## src/verilog/cas_pkg.sv

```systemverilog
// Shared constants and types for the ALU and status datapath
package cas_pkg;
  // ==========================================================
  // Status register field positions
  localparam int ST_CARRY = 0;
  localparam int ST_ZERO = 1;
  localparam int ST_WRAP = 2;
  localparam int ST_NEG = 3;
  localparam int ST_RPT = 4;
  localparam int ST_LVL_LO = 5;
  localparam int ST_LVL_HI = 7;
  localparam int ST_NIB = 8;
  // Flag mask bit for the nibble carry (others share status positions)
  localparam int FM_NIB = 4;
  // ==========================================================
  // Control register field positions
  localparam int CC_WINDOW = 2;
  localparam int CC_LVL_HI = 3;
  // ==========================================================
  // Reset values and top priority level
  localparam logic [15:0] STATUS_RESET = 16'h0000;
  localparam logic [15:0] CONTROL_RESET = 16'h0000;
  localparam logic [2:0] LEVEL_TOP = 3'h7;
  // ==========================================================
  // Divide timing
  localparam int DIV_BITS = 16;
  localparam int DIV_CYCLES = 19;
  // ==========================================================
  // Operation, multiply mode and divider state types
  typedef enum logic [3:0] {
    OP_ADD = 4'h0, OP_SUB = 4'h1, OP_AND = 4'h2, OP_IOR = 4'h3, OP_XOR = 4'h4,
    OP_SHRA = 4'h5, OP_SHRL = 4'h6, OP_SHL = 4'h7, OP_MUL = 4'h8, OP_PASS = 4'h9
  } cas_op_e;
  typedef enum logic [2:0] {
    MM_SS = 3'h0, MM_UU = 3'h1, MM_US = 3'h2, MM_SLIT = 3'h3, MM_ULIT = 3'h4, MM_U8 = 3'h5
  } cas_mul_e;
  typedef enum logic [4:0] {
    DS_IDLE = 5'h01, DS_LOAD = 5'h02, DS_ITER = 5'h04, DS_FIX = 5'h08, DS_DONE = 5'h10
  } cas_div_state_e;
endpackage
```

## src/verilog/cas_div_if.sv

```systemverilog
// Interface between the ALU core and its divide engine
interface cas_div_if;
  logic start, signedMode, longMode, hold, busy, done;
  logic [31:0] dividend;
  logic [15:0] divisor, quotient, remainder;
  modport master (
    output start, signedMode, longMode, hold, dividend, divisor,
    input busy, done, quotient, remainder
  );
  modport slave (
    input start, signedMode, longMode, hold, dividend, divisor,
    output busy, done, quotient, remainder
  );
endinterface

```

## src/verilog/cas_alu_core.sv

```systemverilog
// ALU, multiplier, shifter, status and control registers of the core
// Function
// - nibble carry out of bit 3 or 7
// - level is control bit over three status bits
// - level field frozen while nesting disabled
// - status bit 4 mirrors repeat loop active
// - negative flag follows result sign
// - wrap flag marks signed overflow
// - zero flag sticky across carry-chained operations
// - carry flag is carry out of msb
// - subtract carries are inverted borrows
// - high level bit clear-only, blocks user interrupts
// - window enable bit read-write, drives output
// - unused bits read zero, reset clears all
// - 16-bit add, subtract, shift, logic unit
// - byte or word operands, any source
// - multiplier supports six signedness and size modes
// - signed or unsigned divide, long or short
// - quotient and remainder to fixed outputs
// - long dividend packed odd-high, even-low
// - one iteration per divisor bit
// - barrel shift up to 15 in one cycle
// - shifts work on register operands only
// - arithmetic right, logical right, left shifts
// - divide takes 19 cycles, freezable anywhere
// - multiply finishes in one cycle
module cas_alu_core (
  // Clock, reset and enable
  input wire logic clk,
  input wire logic arst_n,
  input wire logic clkEn,
  // Operation request from the decoder
  input wire logic opValid,
  input wire cas_pkg::cas_op_e opCode,
  input wire logic byteMode,
  input wire logic useCarry,
  input wire cas_pkg::cas_mul_e mulMode,
  input wire logic [4:0] flagMask,
  input wire logic [15:0] opA,
  input wire logic [15:0] opB,
  // Results towards working registers or memory
  output logic resValid,
  output logic [15:0] result,
  output logic prodValid,
  output logic [31:0] product,
  // Divide request and answer
  input wire logic divStart,
  input wire logic divSigned,
  input wire logic divLong,
  input wire logic [31:0] divDividend,
  input wire logic [15:0] divDivisor,
  input wire logic divHold,
  output logic divBusy,
  output logic divDone,
  output logic [15:0] quotientReg,
  output logic [15:0] remainderReg,
  // Status and control register access
  input wire logic statusWrEn,
  input wire logic [15:0] statusWrData,
  input wire logic controlWrEn,
  input wire logic [15:0] controlWrData,
  output logic [15:0] statusValue,
  output logic [15:0] controlValue,
  // Core-level signals
  input wire logic repeatActive,
  input wire logic nestingDisable,
  input wire logic levelHighSet,
  output logic [3:0] cpuLevel,
  output logic userIntDisable,
  output logic programWindowEnable
);
  logic stCarry, stZero, stWrap, stNeg, stNib, lvlHigh, windowEn;
  logic [2:0] cpuPriorityLevel;
  logic [15:0] next_result;
  logic next_carry, next_nib, next_wrap, next_neg, next_zero;
  logic aluFire, mulFire;
  logic [33:0] next_product;
  cas_div_if dif ();

  // ==========================================================
  // Adder with byte or word carry taps
  function automatic logic [18:0] addFlags(input logic [15:0] a, input logic [15:0] b,
                                           input logic cin, input logic isByte);
    logic [16:0] w;
    logic [8:0] lo;
    logic [4:0] nib;
    logic c, dc, ov;
    w = {1'b0, a} + {1'b0, b} + {16'h0000, cin};
    lo = {1'b0, a[7:0]} + {1'b0, b[7:0]} + {8'h00, cin};
    nib = {1'b0, a[3:0]} + {1'b0, b[3:0]} + {4'h0, cin};
    if (isByte) begin
      c = lo[8];
      dc = nib[4];
      ov = (a[7] == b[7]) && (lo[7] != a[7]);
    end else begin
      c = w[16];
      dc = lo[8];
      ov = (a[15] == b[15]) && (w[15] != a[15]);
    end
    return {dc, ov, c, w[15:0]};
  endfunction

  assign aluFire = opValid && (opCode != cas_pkg::OP_MUL);
  assign mulFire = opValid && (opCode == cas_pkg::OP_MUL);

  // ==========================================================
  // Operation datapath; operands may come from registers or memory
  always_comb begin
    logic [18:0] sumOut;
    logic [16:0] shl, shr, sra;
    logic [15:0] raw;
    logic isSub, cin;
    logic [3:0] amt;
    amt = opB[3:0];
    isSub = (opCode == cas_pkg::OP_SUB);
    // Subtract adds the inverse; carry in of 1 unless chaining a borrow
    cin = useCarry ? stCarry : isSub;
    sumOut = addFlags(opA, isSub ? ~opB : opB, cin, byteMode);
    shl = {1'b0, opA} << amt;
    shr = {opA, 1'b0} >> amt;
    sra = 17'($signed({opA, 1'b0}) >>> amt);
    raw = opA;
    next_carry = stCarry;
    next_nib = 1'b0;
    next_wrap = 1'b0;
    case (opCode)
      cas_pkg::OP_ADD, cas_pkg::OP_SUB: begin
        raw = sumOut[15:0];
        next_carry = sumOut[16];
        next_wrap = sumOut[17];
        next_nib = sumOut[18];
      end
      cas_pkg::OP_AND: raw = opA & opB;
      cas_pkg::OP_IOR: raw = opA | opB;
      cas_pkg::OP_XOR: raw = opA ^ opB;
      // Shifts are word-wide; the decoder only routes register operands here
      cas_pkg::OP_SHL: begin
        raw = shl[15:0];
        next_carry = (amt != 4'h0) ? shl[16] : stCarry;
      end
      cas_pkg::OP_SHRL: begin
        raw = shr[16:1];
        next_carry = (amt != 4'h0) ? shr[0] : stCarry;
      end
      cas_pkg::OP_SHRA: begin
        raw = sra[16:1];
        next_carry = (amt != 4'h0) ? sra[0] : stCarry;
      end
      default: raw = opA;
    endcase
    // Byte operations keep the upper byte of the first operand
    next_result = (byteMode && opCode != cas_pkg::OP_SHL && opCode != cas_pkg::OP_SHRL
                   && opCode != cas_pkg::OP_SHRA) ? {opA[15:8], raw[7:0]} : raw;
    next_neg = byteMode ? next_result[7] : next_result[15];
    next_zero = byteMode ? (next_result[7:0] == 8'h00) : (next_result == 16'h0000);
  end

  // Result register and one-cycle valid
  always_ff @(posedge clk or negedge arst_n) begin
    if (!arst_n) begin
      result <= 16'h0000;
      resValid <= 1'b0;
    end else if (clkEn) begin
      resValid <= aluFire;
      if (aluFire) result <= next_result;
    end
  end

  // ==========================================================
  // 17x17 signed multiplier; each mode picks how operands are extended
  always_comb begin
    logic [16:0] ma, mb;
    ma = {opA[15], opA};
    mb = {opB[15], opB};
    case (mulMode)
      cas_pkg::MM_SS: begin
        ma = {opA[15], opA};
        mb = {opB[15], opB};
      end
      cas_pkg::MM_UU: begin
        ma = {1'b0, opA};
        mb = {1'b0, opB};
      end
      cas_pkg::MM_US: begin
        ma = {1'b0, opA};
        mb = {opB[15], opB};
      end
      cas_pkg::MM_SLIT: begin
        ma = {opA[15], opA};
        mb = {12'h000, opB[4:0]};
      end
      cas_pkg::MM_ULIT: begin
        ma = {1'b0, opA};
        mb = {12'h000, opB[4:0]};
      end
      cas_pkg::MM_U8: begin
        ma = {9'h000, opA[7:0]};
        mb = {9'h000, opB[7:0]};
      end
      default: ;
    endcase
    next_product = $signed(ma) * $signed(mb);
  end

  // Product lands one edge after the request
  always_ff @(posedge clk or negedge arst_n) begin
    if (!arst_n) begin
      product <= 32'h0000_0000;
      prodValid <= 1'b0;
    end else if (clkEn) begin
      prodValid <= mulFire;
      if (mulFire) product <= next_product[31:0];
    end
  end

  // ==========================================================
  // Arithmetic flags: a status write lands first, the operation overrides
  always_ff @(posedge clk or negedge arst_n) begin
    if (!arst_n) begin
      {stNib, stNeg, stWrap, stZero, stCarry} <= 5'h00;
    end else if (clkEn) begin
      if (statusWrEn) begin
        stNib <= statusWrData[cas_pkg::ST_NIB];
        stNeg <= statusWrData[cas_pkg::ST_NEG];
        stWrap <= statusWrData[cas_pkg::ST_WRAP];
        stZero <= statusWrData[cas_pkg::ST_ZERO];
        stCarry <= statusWrData[cas_pkg::ST_CARRY];
      end
      if (aluFire) begin
        // Only the flags the decoder names are touched
        if (flagMask[cas_pkg::FM_NIB]) stNib <= next_nib;
        if (flagMask[cas_pkg::ST_NEG]) stNeg <= next_neg;
        if (flagMask[cas_pkg::ST_WRAP]) stWrap <= next_wrap;
        if (flagMask[cas_pkg::ST_CARRY]) stCarry <= next_carry;
        // Chained operations can only clear zero so a multiword zero test works
        if (flagMask[cas_pkg::ST_ZERO]) stZero <= next_zero & (stZero | !useCarry);
      end
    end
  end

  // Priority level field, read-only while nesting is disabled
  always_ff @(posedge clk or negedge arst_n) begin
    if (!arst_n) cpuPriorityLevel <= 3'h0;
    else if (clkEn && statusWrEn && !nestingDisable)
      cpuPriorityLevel <= statusWrData[cas_pkg::ST_LVL_HI:cas_pkg::ST_LVL_LO];
  end

  // Control register: high level bit is cleared by software, set by hardware
  always_ff @(posedge clk or negedge arst_n) begin
    if (!arst_n) begin
      lvlHigh <= cas_pkg::CONTROL_RESET[cas_pkg::CC_LVL_HI];
      windowEn <= cas_pkg::CONTROL_RESET[cas_pkg::CC_WINDOW];
    end else if (clkEn) begin
      if (levelHighSet) lvlHigh <= 1'b1;
      else if (controlWrEn && !controlWrData[cas_pkg::CC_LVL_HI]) lvlHigh <= 1'b0;
      if (controlWrEn) windowEn <= controlWrData[cas_pkg::CC_WINDOW];
    end
  end

  // Read views; unused positions are constant zero
  always_comb begin
    statusValue = cas_pkg::STATUS_RESET;
    statusValue[cas_pkg::ST_NIB] = stNib;
    statusValue[cas_pkg::ST_LVL_HI:cas_pkg::ST_LVL_LO] = cpuPriorityLevel;
    statusValue[cas_pkg::ST_RPT] = repeatActive;
    statusValue[cas_pkg::ST_NEG] = stNeg;
    statusValue[cas_pkg::ST_WRAP] = stWrap;
    statusValue[cas_pkg::ST_ZERO] = stZero;
    statusValue[cas_pkg::ST_CARRY] = stCarry;
    controlValue = cas_pkg::CONTROL_RESET;
    controlValue[cas_pkg::CC_LVL_HI] = lvlHigh;
    controlValue[cas_pkg::CC_WINDOW] = windowEn;
  end
  assign cpuLevel = {lvlHigh, cpuPriorityLevel};
  assign userIntDisable = lvlHigh || (cpuPriorityLevel == cas_pkg::LEVEL_TOP);
  assign programWindowEnable = windowEn;

  // ==========================================================
  // Divide engine; hold pauses it for an interrupt without losing state
  assign dif.start = divStart;
  assign dif.signedMode = divSigned;
  assign dif.longMode = divLong;
  assign dif.dividend = divDividend;
  assign dif.divisor = divDivisor;
  assign dif.hold = divHold;
  assign divBusy = dif.busy;
  assign divDone = dif.done;
  assign quotientReg = dif.quotient;
  assign remainderReg = dif.remainder;
  cas_divider u_div (
    .clk(clk),
    .arst_n(arst_n),
    .clkEn(clkEn),
    .dif(dif)
  );
endmodule // cas_alu_core

```

## src/verilog/cas_divider.sv

```systemverilog
// Iterative divide engine: 19 cycles per divide, freezable at any cycle
module cas_divider (
  // Clock and reset
  input wire logic clk,
  input wire logic arst_n,
  input wire logic clkEn,
  // Request and answer
  cas_div_if.slave dif
);
  cas_pkg::cas_div_state_e state;
  logic [15:0] rem, quo, dvs;
  logic [3:0] iterCnt;
  logic sMode, lMode, negQ, negR;
  logic [16:0] shifted;
  logic [17:0] diff;
  logic [31:0] rawD, absD;
  logic run;

  // Hold freezes every register so an interrupt can slip in and resume
  assign run = clkEn && !dif.hold;
  assign dif.busy = (state != cas_pkg::DS_IDLE);
  assign dif.done = (state == cas_pkg::DS_DONE);
  assign shifted = {rem, quo[15]};
  assign diff = {1'b0, shifted} - {2'b00, dvs};
  // 16-bit dividends are widened by sign or zero as the mode asks
  assign rawD = lMode ? {rem, quo} : {{16{sMode & quo[15]}}, quo};
  assign absD = (sMode && rawD[31]) ? (32'h0000_0000 - rawD) : rawD;

  // ==========================================================
  // Sequencer
  always_ff @(posedge clk or negedge arst_n) begin
    if (!arst_n) begin
      state <= cas_pkg::DS_IDLE;
    end else if (run) begin
      case (state)
        cas_pkg::DS_IDLE: if (dif.start) state <= cas_pkg::DS_LOAD;
        cas_pkg::DS_LOAD: state <= cas_pkg::DS_ITER;
        cas_pkg::DS_ITER: begin
          if (iterCnt == 4'(cas_pkg::DIV_BITS - 1)) state <= cas_pkg::DS_FIX;
        end
        cas_pkg::DS_FIX: state <= cas_pkg::DS_DONE;
        cas_pkg::DS_DONE: state <= cas_pkg::DS_IDLE;
        default: state <= cas_pkg::DS_IDLE;
      endcase
    end
  end

  // Datapath: latch, take magnitudes, restoring steps, sign fix-up
  always_ff @(posedge clk or negedge arst_n) begin
    if (!arst_n) begin
      rem <= 16'h0000;
      quo <= 16'h0000;
      dvs <= 16'h0000;
      iterCnt <= 4'h0;
      sMode <= 1'b0;
      lMode <= 1'b0;
      negQ <= 1'b0;
      negR <= 1'b0;
    end else if (run) begin
      case (state)
        cas_pkg::DS_IDLE: if (dif.start) begin
          {rem, quo} <= dif.dividend;
          dvs <= dif.divisor;
          sMode <= dif.signedMode;
          lMode <= dif.longMode;
        end
        cas_pkg::DS_LOAD: begin
          {rem, quo} <= absD;
          dvs <= (sMode && dvs[15]) ? (16'h0000 - dvs) : dvs;
          negQ <= sMode && (rawD[31] ^ dvs[15]);
          negR <= sMode && rawD[31];
          iterCnt <= 4'h0;
        end
        cas_pkg::DS_ITER: begin
          // One quotient bit per divisor bit
          if (!diff[17]) begin
            rem <= diff[15:0];
            quo <= {quo[14:0], 1'b1};
          end else begin
            rem <= shifted[15:0];
            quo <= {quo[14:0], 1'b0};
          end
          iterCnt <= iterCnt + 4'h1;
        end
        cas_pkg::DS_FIX: begin
          quo <= negQ ? (16'h0000 - quo) : quo;
          rem <= negR ? (16'h0000 - rem) : rem;
        end
        default: ;
      endcase
    end
  end
  assign dif.quotient = quo;
  assign dif.remainder = rem;

  logic [4:0] spanCnt;
  always_ff @(posedge clk or negedge arst_n) begin
    if (!arst_n) spanCnt <= 5'h00;
    else if (run && state == cas_pkg::DS_IDLE && dif.start) spanCnt <= 5'h01;
    else if (run && dif.busy) spanCnt <= spanCnt + 5'h01;
  end
endmodule // cas_divider

```

## config.mk

```make
export PLATFORM = sky130hd
export DESIGN_NAME = cas_alu_core
export DESIGN_NICKNAME = d
export VERILOG_FILES = /design/src/verilog/cas_pkg.sv /design/src/verilog/cas_div_if.sv /design/src/verilog/cas_alu_core.sv /design/src/verilog/cas_divider.sv
export SDC_FILE = /design/constraint.sdc
export NUM_CORES = 1
export LEC_CHECK = 0
export BUFFER_PORTS_ARGS = -buffer_cell sky130_fd_sc_hd__buf_2
export CAP_MARGIN = 20
export CORE_MARGIN = 2
export CORE_UTILIZATION = 50
export DETAILED_ROUTE_END_ITERATION = 12
export PLACE_DENSITY = 0.7
export SYNTH_ARGS = -nofsm -noshare
export SYNTH_HDL_FRONTEND = slang
export SYNTH_SLANG_ARGS = --single-unit
```

## constraint.sdc

```tcl
create_clock -name clk -period 7.29 [get_ports clk]
set_clock_uncertainty 0.2 [all_clocks]
set_input_delay 0.729 -clock clk [delete_from_list [all_inputs] [get_ports clk]]
set_output_delay 0.729 -clock clk [all_outputs]
set_load 0.03 [all_outputs]
```

# ---- After elaboration in Yosys (flattened, before gate mapping)
# Cells that the tools add are included.
dict set report totals {
  ff_bits 121
  latchBits 0
  ram_bits 0
  romBits 0
  in_bits 139
  out_inout_bits 122
  memories 0
}
dict set report classes {
  add_sub_neg 12
  n_mul 1
  div_mod_pow 0
  magnitude_cmp 0
  eq_ne 38
  n_shift 3
  muxes 51
  bitwise_logic 8
  n_reduce_logical 42
}
# cell n
set ops {}
lappend ops {{2-to-1 mux 16 bit} 9}
lappend ops {{one-hot mux 16 bit (4 select lines)} 2}
lappend ops {{one-hot mux 16 bit (7 select lines)} 1}
lappend ops {{2-to-1 mux 32 bit} 2}
lappend ops {{one-hot mux 17 bit (3 select lines)} 1}
lappend ops {{subtractor 1 x 16 -> 16 bit, first input constant} 3}
lappend ops {{one-hot mux 17 bit (2 select lines)} 1}
lappend ops {{multiplier 17 x 17 -> 32 bit} 1}
lappend ops {{one-hot mux 16 bit (2 select lines)} 1}
lappend ops {{subtractor 1 x 32 -> 32 bit, first input constant} 1}
lappend ops {{2-to-1 mux 1 bit} 29}
lappend ops {{one-hot mux 5 bit (4 select lines)} 1}
lappend ops {{subtractor 17 x 16 -> 18 bit} 1}
lappend ops {{adder 16 x 16 -> 17 bit} 1}
lappend ops {{adder 17 x 1 -> 17 bit} 1}
lappend ops {{<< shifter 16 x 4 -> 17 bit} 1}
lappend ops {{right shift 17 x 4 -> 17 bit} 1}
lappend ops {{>>> shifter 17 x 4 -> 17 bit} 1}
lappend ops {{AND 16 bit} 1}
lappend ops {{equality test 4 x 3 -> 1 bit, second input constant} 4}
lappend ops {{zero test 16 bit} 1}
lappend ops {{!= test 4 bit, second input constant} 4}
lappend ops {{inverter 16 bit} 1}
lappend ops {{bitwise OR 16 bit} 1}
lappend ops {{43 further kinds} 85}

# ---- Logic depth before layout (Yosys ltp)
# Gate-level depths: netlist (run 1).
dict set report depth {
  ltp_word 11
  mapped_depth 28
}

# ---- Hierarchy
# From an unflattened synthesis (run 1), not the netlist that was laid out.
dict set report hier_totals {
  cells_unflattened 2796
  hier_area_um2 23007.1
}
# module n_inst cells_each area_each_um2 seq_area_each_um2
set by_module_without_submodules {}
lappend by_module_without_submodules {cas_alu_core 1 2039 17240.3 1501.4}
lappend by_module_without_submodules {cas_divider 1 757 5766.8 1527.7}

# ---- Worst setup path before layout (run 1)
# Ideal clock, no wire load.
dict set report synth_timing {
  kind {input-to-reg}
  start {input mulMode[2]}
  end {register product[30]}
  setup_ns 0.087
  arrival_time_ns 7.122
  path_slack_ns -0.118
  cell_stages 25
  cell_sequence {nor2b_1 > clkbuf_1 > nand2_1 > clkbuf_1 > nand2_1 > nor2_1 > fa_1 > inv_1 > fa_1 > fa_1 > inv_1 > fa_1 > fa_1 > inv_1 > fa_1 > inv_1 > ha_1 > nand4_1 > or2_2 > a21oi_1 > o211ai_1 > a21oi_1 > a41oi_1 > or4b_2 > o211ai_1}
}
dict set report synth_between {
  elab_chain_len 4
}
# element line_no
set synth_rtl {}
lappend synth_rtl {{from (decl)} cas_alu_core.sv:37} ;# input wire cas_pkg::cas_mul_e mulMode,
lappend synth_rtl {{equality test 3 bit (tied with other cells)} cas_alu_core.sv:175} ;# case (mulMode)
lappend synth_rtl {{OR reduction 3 bit (no line) / OR reduction 2 bit (equally long branches)} n/a}
lappend synth_rtl {{one-hot mux 17 bit (2 select lines) / one-hot mux 17 bit (3 select lines) (equally long branches)} cas_alu_core.sv:175}
lappend synth_rtl {{multiplier 17 x 17 -> 32 bit *} cas_alu_core.sv:202} ;# next_product = $signed(ma) * $signed(mb);
lappend synth_rtl {{to (signal assigned)} cas_alu_core.sv:212} ;# if (mulFire) product <= next_product[31:0];
lappend synth_rtl {{to (decl)} cas_alu_core.sv:45} ;# output logic [31:0] product,
# Every way passes the cells marked *; elsewhere a longest branch is shown, timed or not.
# A chain may end at the register's enable or synchronous reset.

# ---- Final worst setup path (run 1)
# Ends and elaborated chain as after synthesis.

==> impl_metrics.py, run 1 <==
metrics = {
    "grt": {
        "grt_overflow_total": 0,
        "antenna_found_initial": 0,
        "grt_start_max_net_pins": 65,
        "grt_pass1_vias": 21100,
        "grt_pass1_wl_mm": 119,
        "grt_use_total": 0.329,
    },
    "critical_path": {
        "start_kind": "input pin",
        "critical-path-max-stage-delay_ns": 0.62,
        "end_kind": "register",
        "critPathArrivalTime_ns": 7.28,
        "crit_type": "input pin to register",
        "cp_common_cell": "fa_1",
        "path_delay_family": "adder cells",
        "slowest_stage": "or4b_2",
        "path_buf_inv": 8,
        "required_ns": 7.48,
        "critPathMaxFanout": 8,
    },
    "timing": {
        "fin_ws_ns": 0.203,
        "fin_crit_ns": 7.09,
        "setup_viol": 0,
        "slew-limit-headroom": 0.246,
        "post-route-period-util": 0.972,
        "tightest_slew_ns": 1.10,
        "finalHoldViolations": 0,
        "timing.fmax_mhz": 141,
        "drv_slew": 0,
    },
    "synth": {
        "syn_avg_cell_area_sq_um": 8.25,
        "synth_warnings": 0,
        "seq_area_frac_synth": 0.136,
        "synth_edf_count": 0,
        "synth_ff_type": "dfrtp_1",
        "synth_cell_types": 101,
        "synth_fa_ha_area_frac": 0.341,
        "synth-xor-area-share": 0.0350,
        "synth_top_family_by_area": "adder cells",
        "syn_inst": 2699,
        "syn_area_sq_um": 22300,
        "yosys-mux-area-fraction": 0.0465,
        "synth-seq-cells": 121,
        "async_flop_share": 1.00,
        "synth_compound_area_frac": 0.160,
        "synth_simple_gate_area_frac": 0.175,
    },
    "detailed_routing": {
        "routed-wl-met3_mm": 5.23,
        "avgViaCountPerCell": 5.77,
        "wl_met1_mm": 31.3,
        "wl_met2_mm": 35.2,
        "routed-via-count": 21000,
        "wl_mm": 74.5,
        "drt_iter0_drc": 1753,
        "routedWlPerCell_um": 20.4,
        "drc": 0,
        "first_pass_iters": 6,
        "highest_layer": "met4",
        "ant_nets": 0,
    },
    "die": {
        "die_area_sq_um": 46200,
        "chipWidth_um": 215,
        "num_rows": 77,
        "io_pins": 261,
        "dieHeight_um": 215,
        "start_util": 0.505,
        "core_area_sq_um": 44100,
    },
    "layout": {
        "antenna_cells": 0,
        "final_core_util": 0.593,
        "nNetsFinal": 3615,
        "instances_no_fill": 3646,
        "area_growth_pct": 17.6,
        "drive_above_1_share": 0.204,
    },
    "run": {
        "drv_cap": 0,
    },
    "place": {
        "gp_congestion": 0.964,
        "portBuffers": 215,
        "pre_cts_slack_ns": -0.524,
        "dp.cells": 3602,
        "dp_hpwl_mm": 60.3,
    },
    "clock_tree": {
        "clockBufferDepth": 2,
        "clkTransAtPathRegs_ns": 0.06,
        "cts_inserted_buffers": 17,
        "cts_max_level": 4,
        "clock-sinks": 121,
        "root_buffer": "clkbuf_16",
        "clk_latency_ns": 0.48,
        "cts_tree": "yes",
    },
    "status": {
        "outcome": "finished clean",
    },
    "pwr": {
        "power.density_nw_per_um2": 497,
        "ir_drop_uv": 1240,
        "power_leakage_nw": 12.9,
    },
    "worst_hold_path": {
        "hold_path.class": "input pin to asynchronous set/reset pin",
    },
}
[path summary, 6_finish.rpt]
| path | start | end | slack [ns] | depth (start not counted) |
|---|---|---|---|---|
| worst max-delay path | mulMode[2] | product[30] | 0.20 | 26 |
| worst min-delay path | arst_n | u_div.dif.remainder[5] | 0.02 | 1 |
| worst max register to register | u_div.dif.quotient[15] | u_div.dif.remainder[14] | 2.87 | 13 |
| worst min register to register | product[10] | product[10] | 0.28 | 2 |
| max in group asynchronous | arst_n | result[9] | 5.60 | 2 |
| min in group clk | levelHighSet | lvlHigh | 0.26 | 3 |
[metrics by stage]
stage               TNS [ns]  hold slack, ns  total power [mW]  area [sq um]
floorplan                  0           0.233              7.90         22300
global placement       -1.85           0.261              11.4         25300
detailed placement     -2.78           0.264              11.6         25300
CTS                        0          0.0122              12.6         25900
global route          -0.153          0.0531              14.4         26200
finish                     0          0.0160              13.0         26200
[synthesized netlist by cell type, types with 6 or more instances]
cell      count  share of area
a211oi_1     31          0.010
a21o_1       28         0.0094
a21oi_1     128          0.029
a221oi_1     23         0.0090
a22oi_1      12         0.0040
a31oi_1      17         0.0048
and2_1       15         0.0042
and3_1       18         0.0051
buf_1        11         0.0019
buf_2        14         0.0031
buf_4        36          0.012
clkbuf_1    105          0.018
dfrtp_1     120           0.13
fa_1        285           0.26
ha_1        150          0.084
inv_1       406          0.068
mux2_2       39          0.020
mux2i_1      27          0.012
mux4_2       11          0.011
nand2_1     270          0.046
nand2b_1     22         0.0062
nand3_1      33         0.0074
nand4_1      16         0.0045
nor2_1      275          0.046
nor2b_1      16         0.0045
nor3_1       70          0.016
nor3b_1       7         0.0024
nor4_1       22         0.0062
o211ai_1     20         0.0067
o21a_1       14         0.0047
o21ai_0     142          0.032
o21ai_1       9         0.0020
o21bai_1      7         0.0024
o22ai_1      20         0.0056
o31ai_1      17         0.0057
or2_2        12         0.0034
or3_1        22         0.0062
or4_1         6         0.0020
xnor2_1      67          0.026
xor2_1       22         0.0087
[cells in the final DEF (no fill, tap or decap), drive strengths merged, types with 25 or more instances in the layout]
cell	netlist	routed
nor2	275	275
xnor2	67	67
o21ai	151	151
buf	65	474
a21o	28	28
inv	409	410
a21oi	128	128
nand2b	25	25
nor3	71	71
a211oi	31	31
dfrtp	120	120
ha	150	150
nand2	270	270
nand3	33	33
fa	285	285
mux2i	28	28
mux2	40	40
[registers in the layout (all words and copies together) (netlist names), 3 cells and up]
name / cells
u_div.dif.remainder: 16
u_div.iterCnt: 4
u_div.dif.quotient: 16
u_div.dvs: 16
product: 32
u_div.state: 5
cpuPriorityLevel: 3
result: 16
[logic make-up after synthesis]
kind of cell,Yosys count
and+or+nand+nor,838
buffers and inverters,582
DFF,121
muxes,81
AOI/OAI and AO/OA,552
adders and majority gates,435
xor gates and xnor gates,89
other,1
[final cells by class]
class	instances	area, sq um
inverters	411	1540
flip-flops and latches	121	3030
clock inverters	11	145
well taps	592	741
fillers	4033	18000
repair buffers	474	3130
clock buffers	21	460
multi-input cells	2016	17100
[report_power, final]
group          switching (mW)  internal, mW
Combinational            5.89          4.95
Sequential              0.356         0.923
Clock                   0.346         0.553
[routing by layer]
layer,vias up,track usage
li1,9638,-
met1,10400,0.443
met2,827,0.534
met3,151,0.0555
met4,0,0.120
met5,-,0
[worst register-to-register path, delay by kind of cell, from the launching register on]
kind | cells | cell delay, ns
compound gates | 6 | 2.24
flops | 1 | 0.46
xor+xnor | 1 | 0.16
buf+inv | 2 | 0.22
fa+ha+maj | 2 | 0.69
simple gates | 2 | 0.35
[timing repair]
action / in CTS / in global routing
setup buffers: 0 / 10
setup endpoints to repair: 2 / 9
gates resized for setup: 1 / 37
cloned: 0 / 1
hold buffers: 0 / 0
pin swaps: 0 / 16
Power figures use the tool's default switching activity.
==> run 2: changes to the inputs <==
- PLACE_DENSITY: 0.7 -> 0.76
- SLEW_MARGIN: default -> 20
==> impl_metrics.py, run 2 (same netlist as run 1, synthesis figures left out) <==
metrics = {
    "status": {
        "outcome": "finished clean",
    },
    "detailed_routing": {
        "first_pass_iters": 7,
        "drc": 0,
        "drt_iter0_drc": 1851,
        "routedWlPerCell_um": 21.0,
        "avgViaCountPerCell": 5.88,
        "routed-via-count": 21200,
        "wl_mm": 75.7,
        "ant_nets": 0,
    },
    "place": {
        "placedInstanceArea_sq_um": 25000,
        "gp_congestion": 0.974,
        "portBuffers": 215,
        "dp_hpwl_mm": 61.3,
    },
    "grt": {
        "grt_overflow_total": 0,
        "grt_use_total": 0.336,
        "antenna_found_initial": 4,
        "grt_start_max_net_pins": 64,
        "grt_pass1_wl_mm": 121,
        "grt_pass1_vias": 21800,
    },
    "pwr": {
        "power.density_nw_per_um2": 494,
        "power_frac_comb": 0.829,
        "pwr-share-clk": 0.070,
        "p_sw_mw": 6.56,
        "sw_frac_of_total": 0.518,
        "p_seq_frac": 0.101,
        "ir_drop_uv": 764,
        "power_leakage_nw": 12.7,
        "internal_power_mw": 6.11,
    },
    "timing": {
        "drv_slew": 0,
        "setup_viol": 0,
        "fin_crit_ns": 7.11,
        "tightest_slew_ns": 0.890,
        "setup_tns_ns": 0,
        "timing.fmax_mhz": 141,
        "post-route-period-util": 0.975,
        "slew-limit-headroom": 0.392,
        "timing.hold.ws_ns": 0.0109,
        "finalHoldViolations": 0,
    },
    "clock_tree": {
        "clk_latency_ns": 0.48,
        "cts_inserted_buffers": 17,
        "cts_max_level": 4,
        "cts_tree": "yes",
        "cts_hold_buf": 0,
        "clockBufferDepth": 2,
        "clkTransAtPathRegs_ns": 0.08,
        "clock-sinks": 121,
        "root_buffer": "clkbuf_16",
    },
    "layout": {
        "nNetsFinal": 3575,
        "area_growth_pct": 15.4,
        "final_core_util": 0.582,
        "layout_common_cells": "inv_1, fa_1, nor2_1, nand2_1, buf_4",
        "drive_above_1_share": 0.189,
        "nFillCells": 4071,
        "stdcell_area_sq_um": 25700,
        "largest_register": "product",
        "largest_reg_flops": 32,
        "final_common_cell": "inv_1",
    },
    "critical_path": {
        "start_kind": "input pin",
        "required_ns": 7.49,
        "critPathMaxFanout": 14,
        "crit_type": "input pin to register",
        "end_kind": "register",
        "critPathArrivalTime_ns": 7.31,
    },
    "die": {
        "dieHeight_um": 215,
        "start_util": 0.505,
        "chipWidth_um": 215,
        "die_area_sq_um": 46200,
        "io_pins": 261,
        "num_rows": 77,
        "core_area_sq_um": 44100,
    },
    "worst_hold_path": {
        "hold_path.class": "input pin to asynchronous set/reset pin",
    },
    "run": {
        "drv_cap": 0,
    },
}
run 2: cell count changes in the layout (fill, tap and decap cells not counted), moves of 3 or more:
| cell | delta |
|---|---|
| buf_4 | -33 |
| buf_12 | -6 |
| nor3_1 | +5 |
| nor3_2 | -5 |
| ha_1 | +3 |
| ha_4 | -3 |
| inv_6 | +3 |
| nand2_1 | +3 |
| nand2_2 | -3 |
run 2: per-stage QoR:
stage | setup slack, ns | total power, mW | std cells
after detailed placement | -0.315 | 11.6 | 3572
final | 0.184 | 12.7 | 3608
after global placement | -0.176 | 11.3 | 3571
after floorplan | 0.00990 | 7.90 | 2719
after CTS | 0.174 | 12.5 | 3604
after global routing | -0.00691 | 13.9 | 3608
run 2: timing repair:
item,in CTS,in global routing
gates resized for setup,0,17
setup buffers,0,2
setup endpoints to repair,0,6
run 2: per-layer routing:
| metal | up-vias | track usage | part of all wire |
|---|---|---|---|
| li1 | 9596 | - | - |
| met1 | 10500 | 0.437 | 0.40 |
| met2 | 940 | 0.550 | 0.48 |
| met3 | 216 | 0.0592 | 0.071 |
| met4 | 4 | 0.149 | 0.046 |
| met5 | - | 0 | 0.00032 |
run 2: worst paths after layout:
path / from / end / slack (ns) / depth (start not counted)
hold reg to reg: result[2] / result[2] / 0.27 / 2
max in group asynchronous: arst_n / result[15] / 5.55 / 2
setup reg to reg: stCarry / stZero / 2.93 / 11
setup / recovery: mulMode[2] / product[30] / 0.18 / 27
hold / removal: arst_n / u_div.dif.remainder[2] / 0.01 / 1
min in group clk: result[2] / result[2] / 0.27 / 2
run 2: power groups by stage:
stage                     Sequential [mW]  Clock (mW)  Combinational [mW]
final                                1.28       0.885                10.5
after global routing                 1.32       0.936                11.7
after CTS                            1.27       0.902                10.4
after detailed placement             1.28           0                10.3
after global placement               1.27           0                9.99
after floorplan                      1.49           0                6.40
run 2: critical path, cell delays in order:
cell and delay (ns):
buf_2 0.12, nor2b_2 0.16, buf_4 0.18, nor3_1 0.24, nand2_1 0.12, fa_1 0.63
inv_1 0.10, fa_1 0.51, inv_1 0.05, fa_1 0.53, inv_1 0.06, fa_1 0.47
fa_1 0.49, inv_1 0.05, fa_1 0.47, inv_1 0.04, ha_1 0.30, nand4_1 0.13
or2_2 0.31, a21oi_1 0.13, buf_4 0.16, o211ai_1 0.08, buf_4 0.16, a21oi_1 0.20
a41oi_1 0.16, or4b_2 0.62, o211ai_1 0.10
run 2: final cells by class:
| type | count | area [sq um] | share of cell area |
|---|---|---|---|
| clock inverter | 13 | 143 | 0.00555 |
| tap | 592 | 741 | 0.0288 |
| sequential | 121 | 3030 | 0.118 |
| multi-input combinational | 2016 | 17000 | 0.662 |
| inverter | 411 | 1540 | 0.0601 |
| clock buffer | 19 | 453 | 0.0176 |
| timing repair buffer | 434 | 2760 | 0.107 |
| antenna | 2 | 5.00 | 0.000195 |
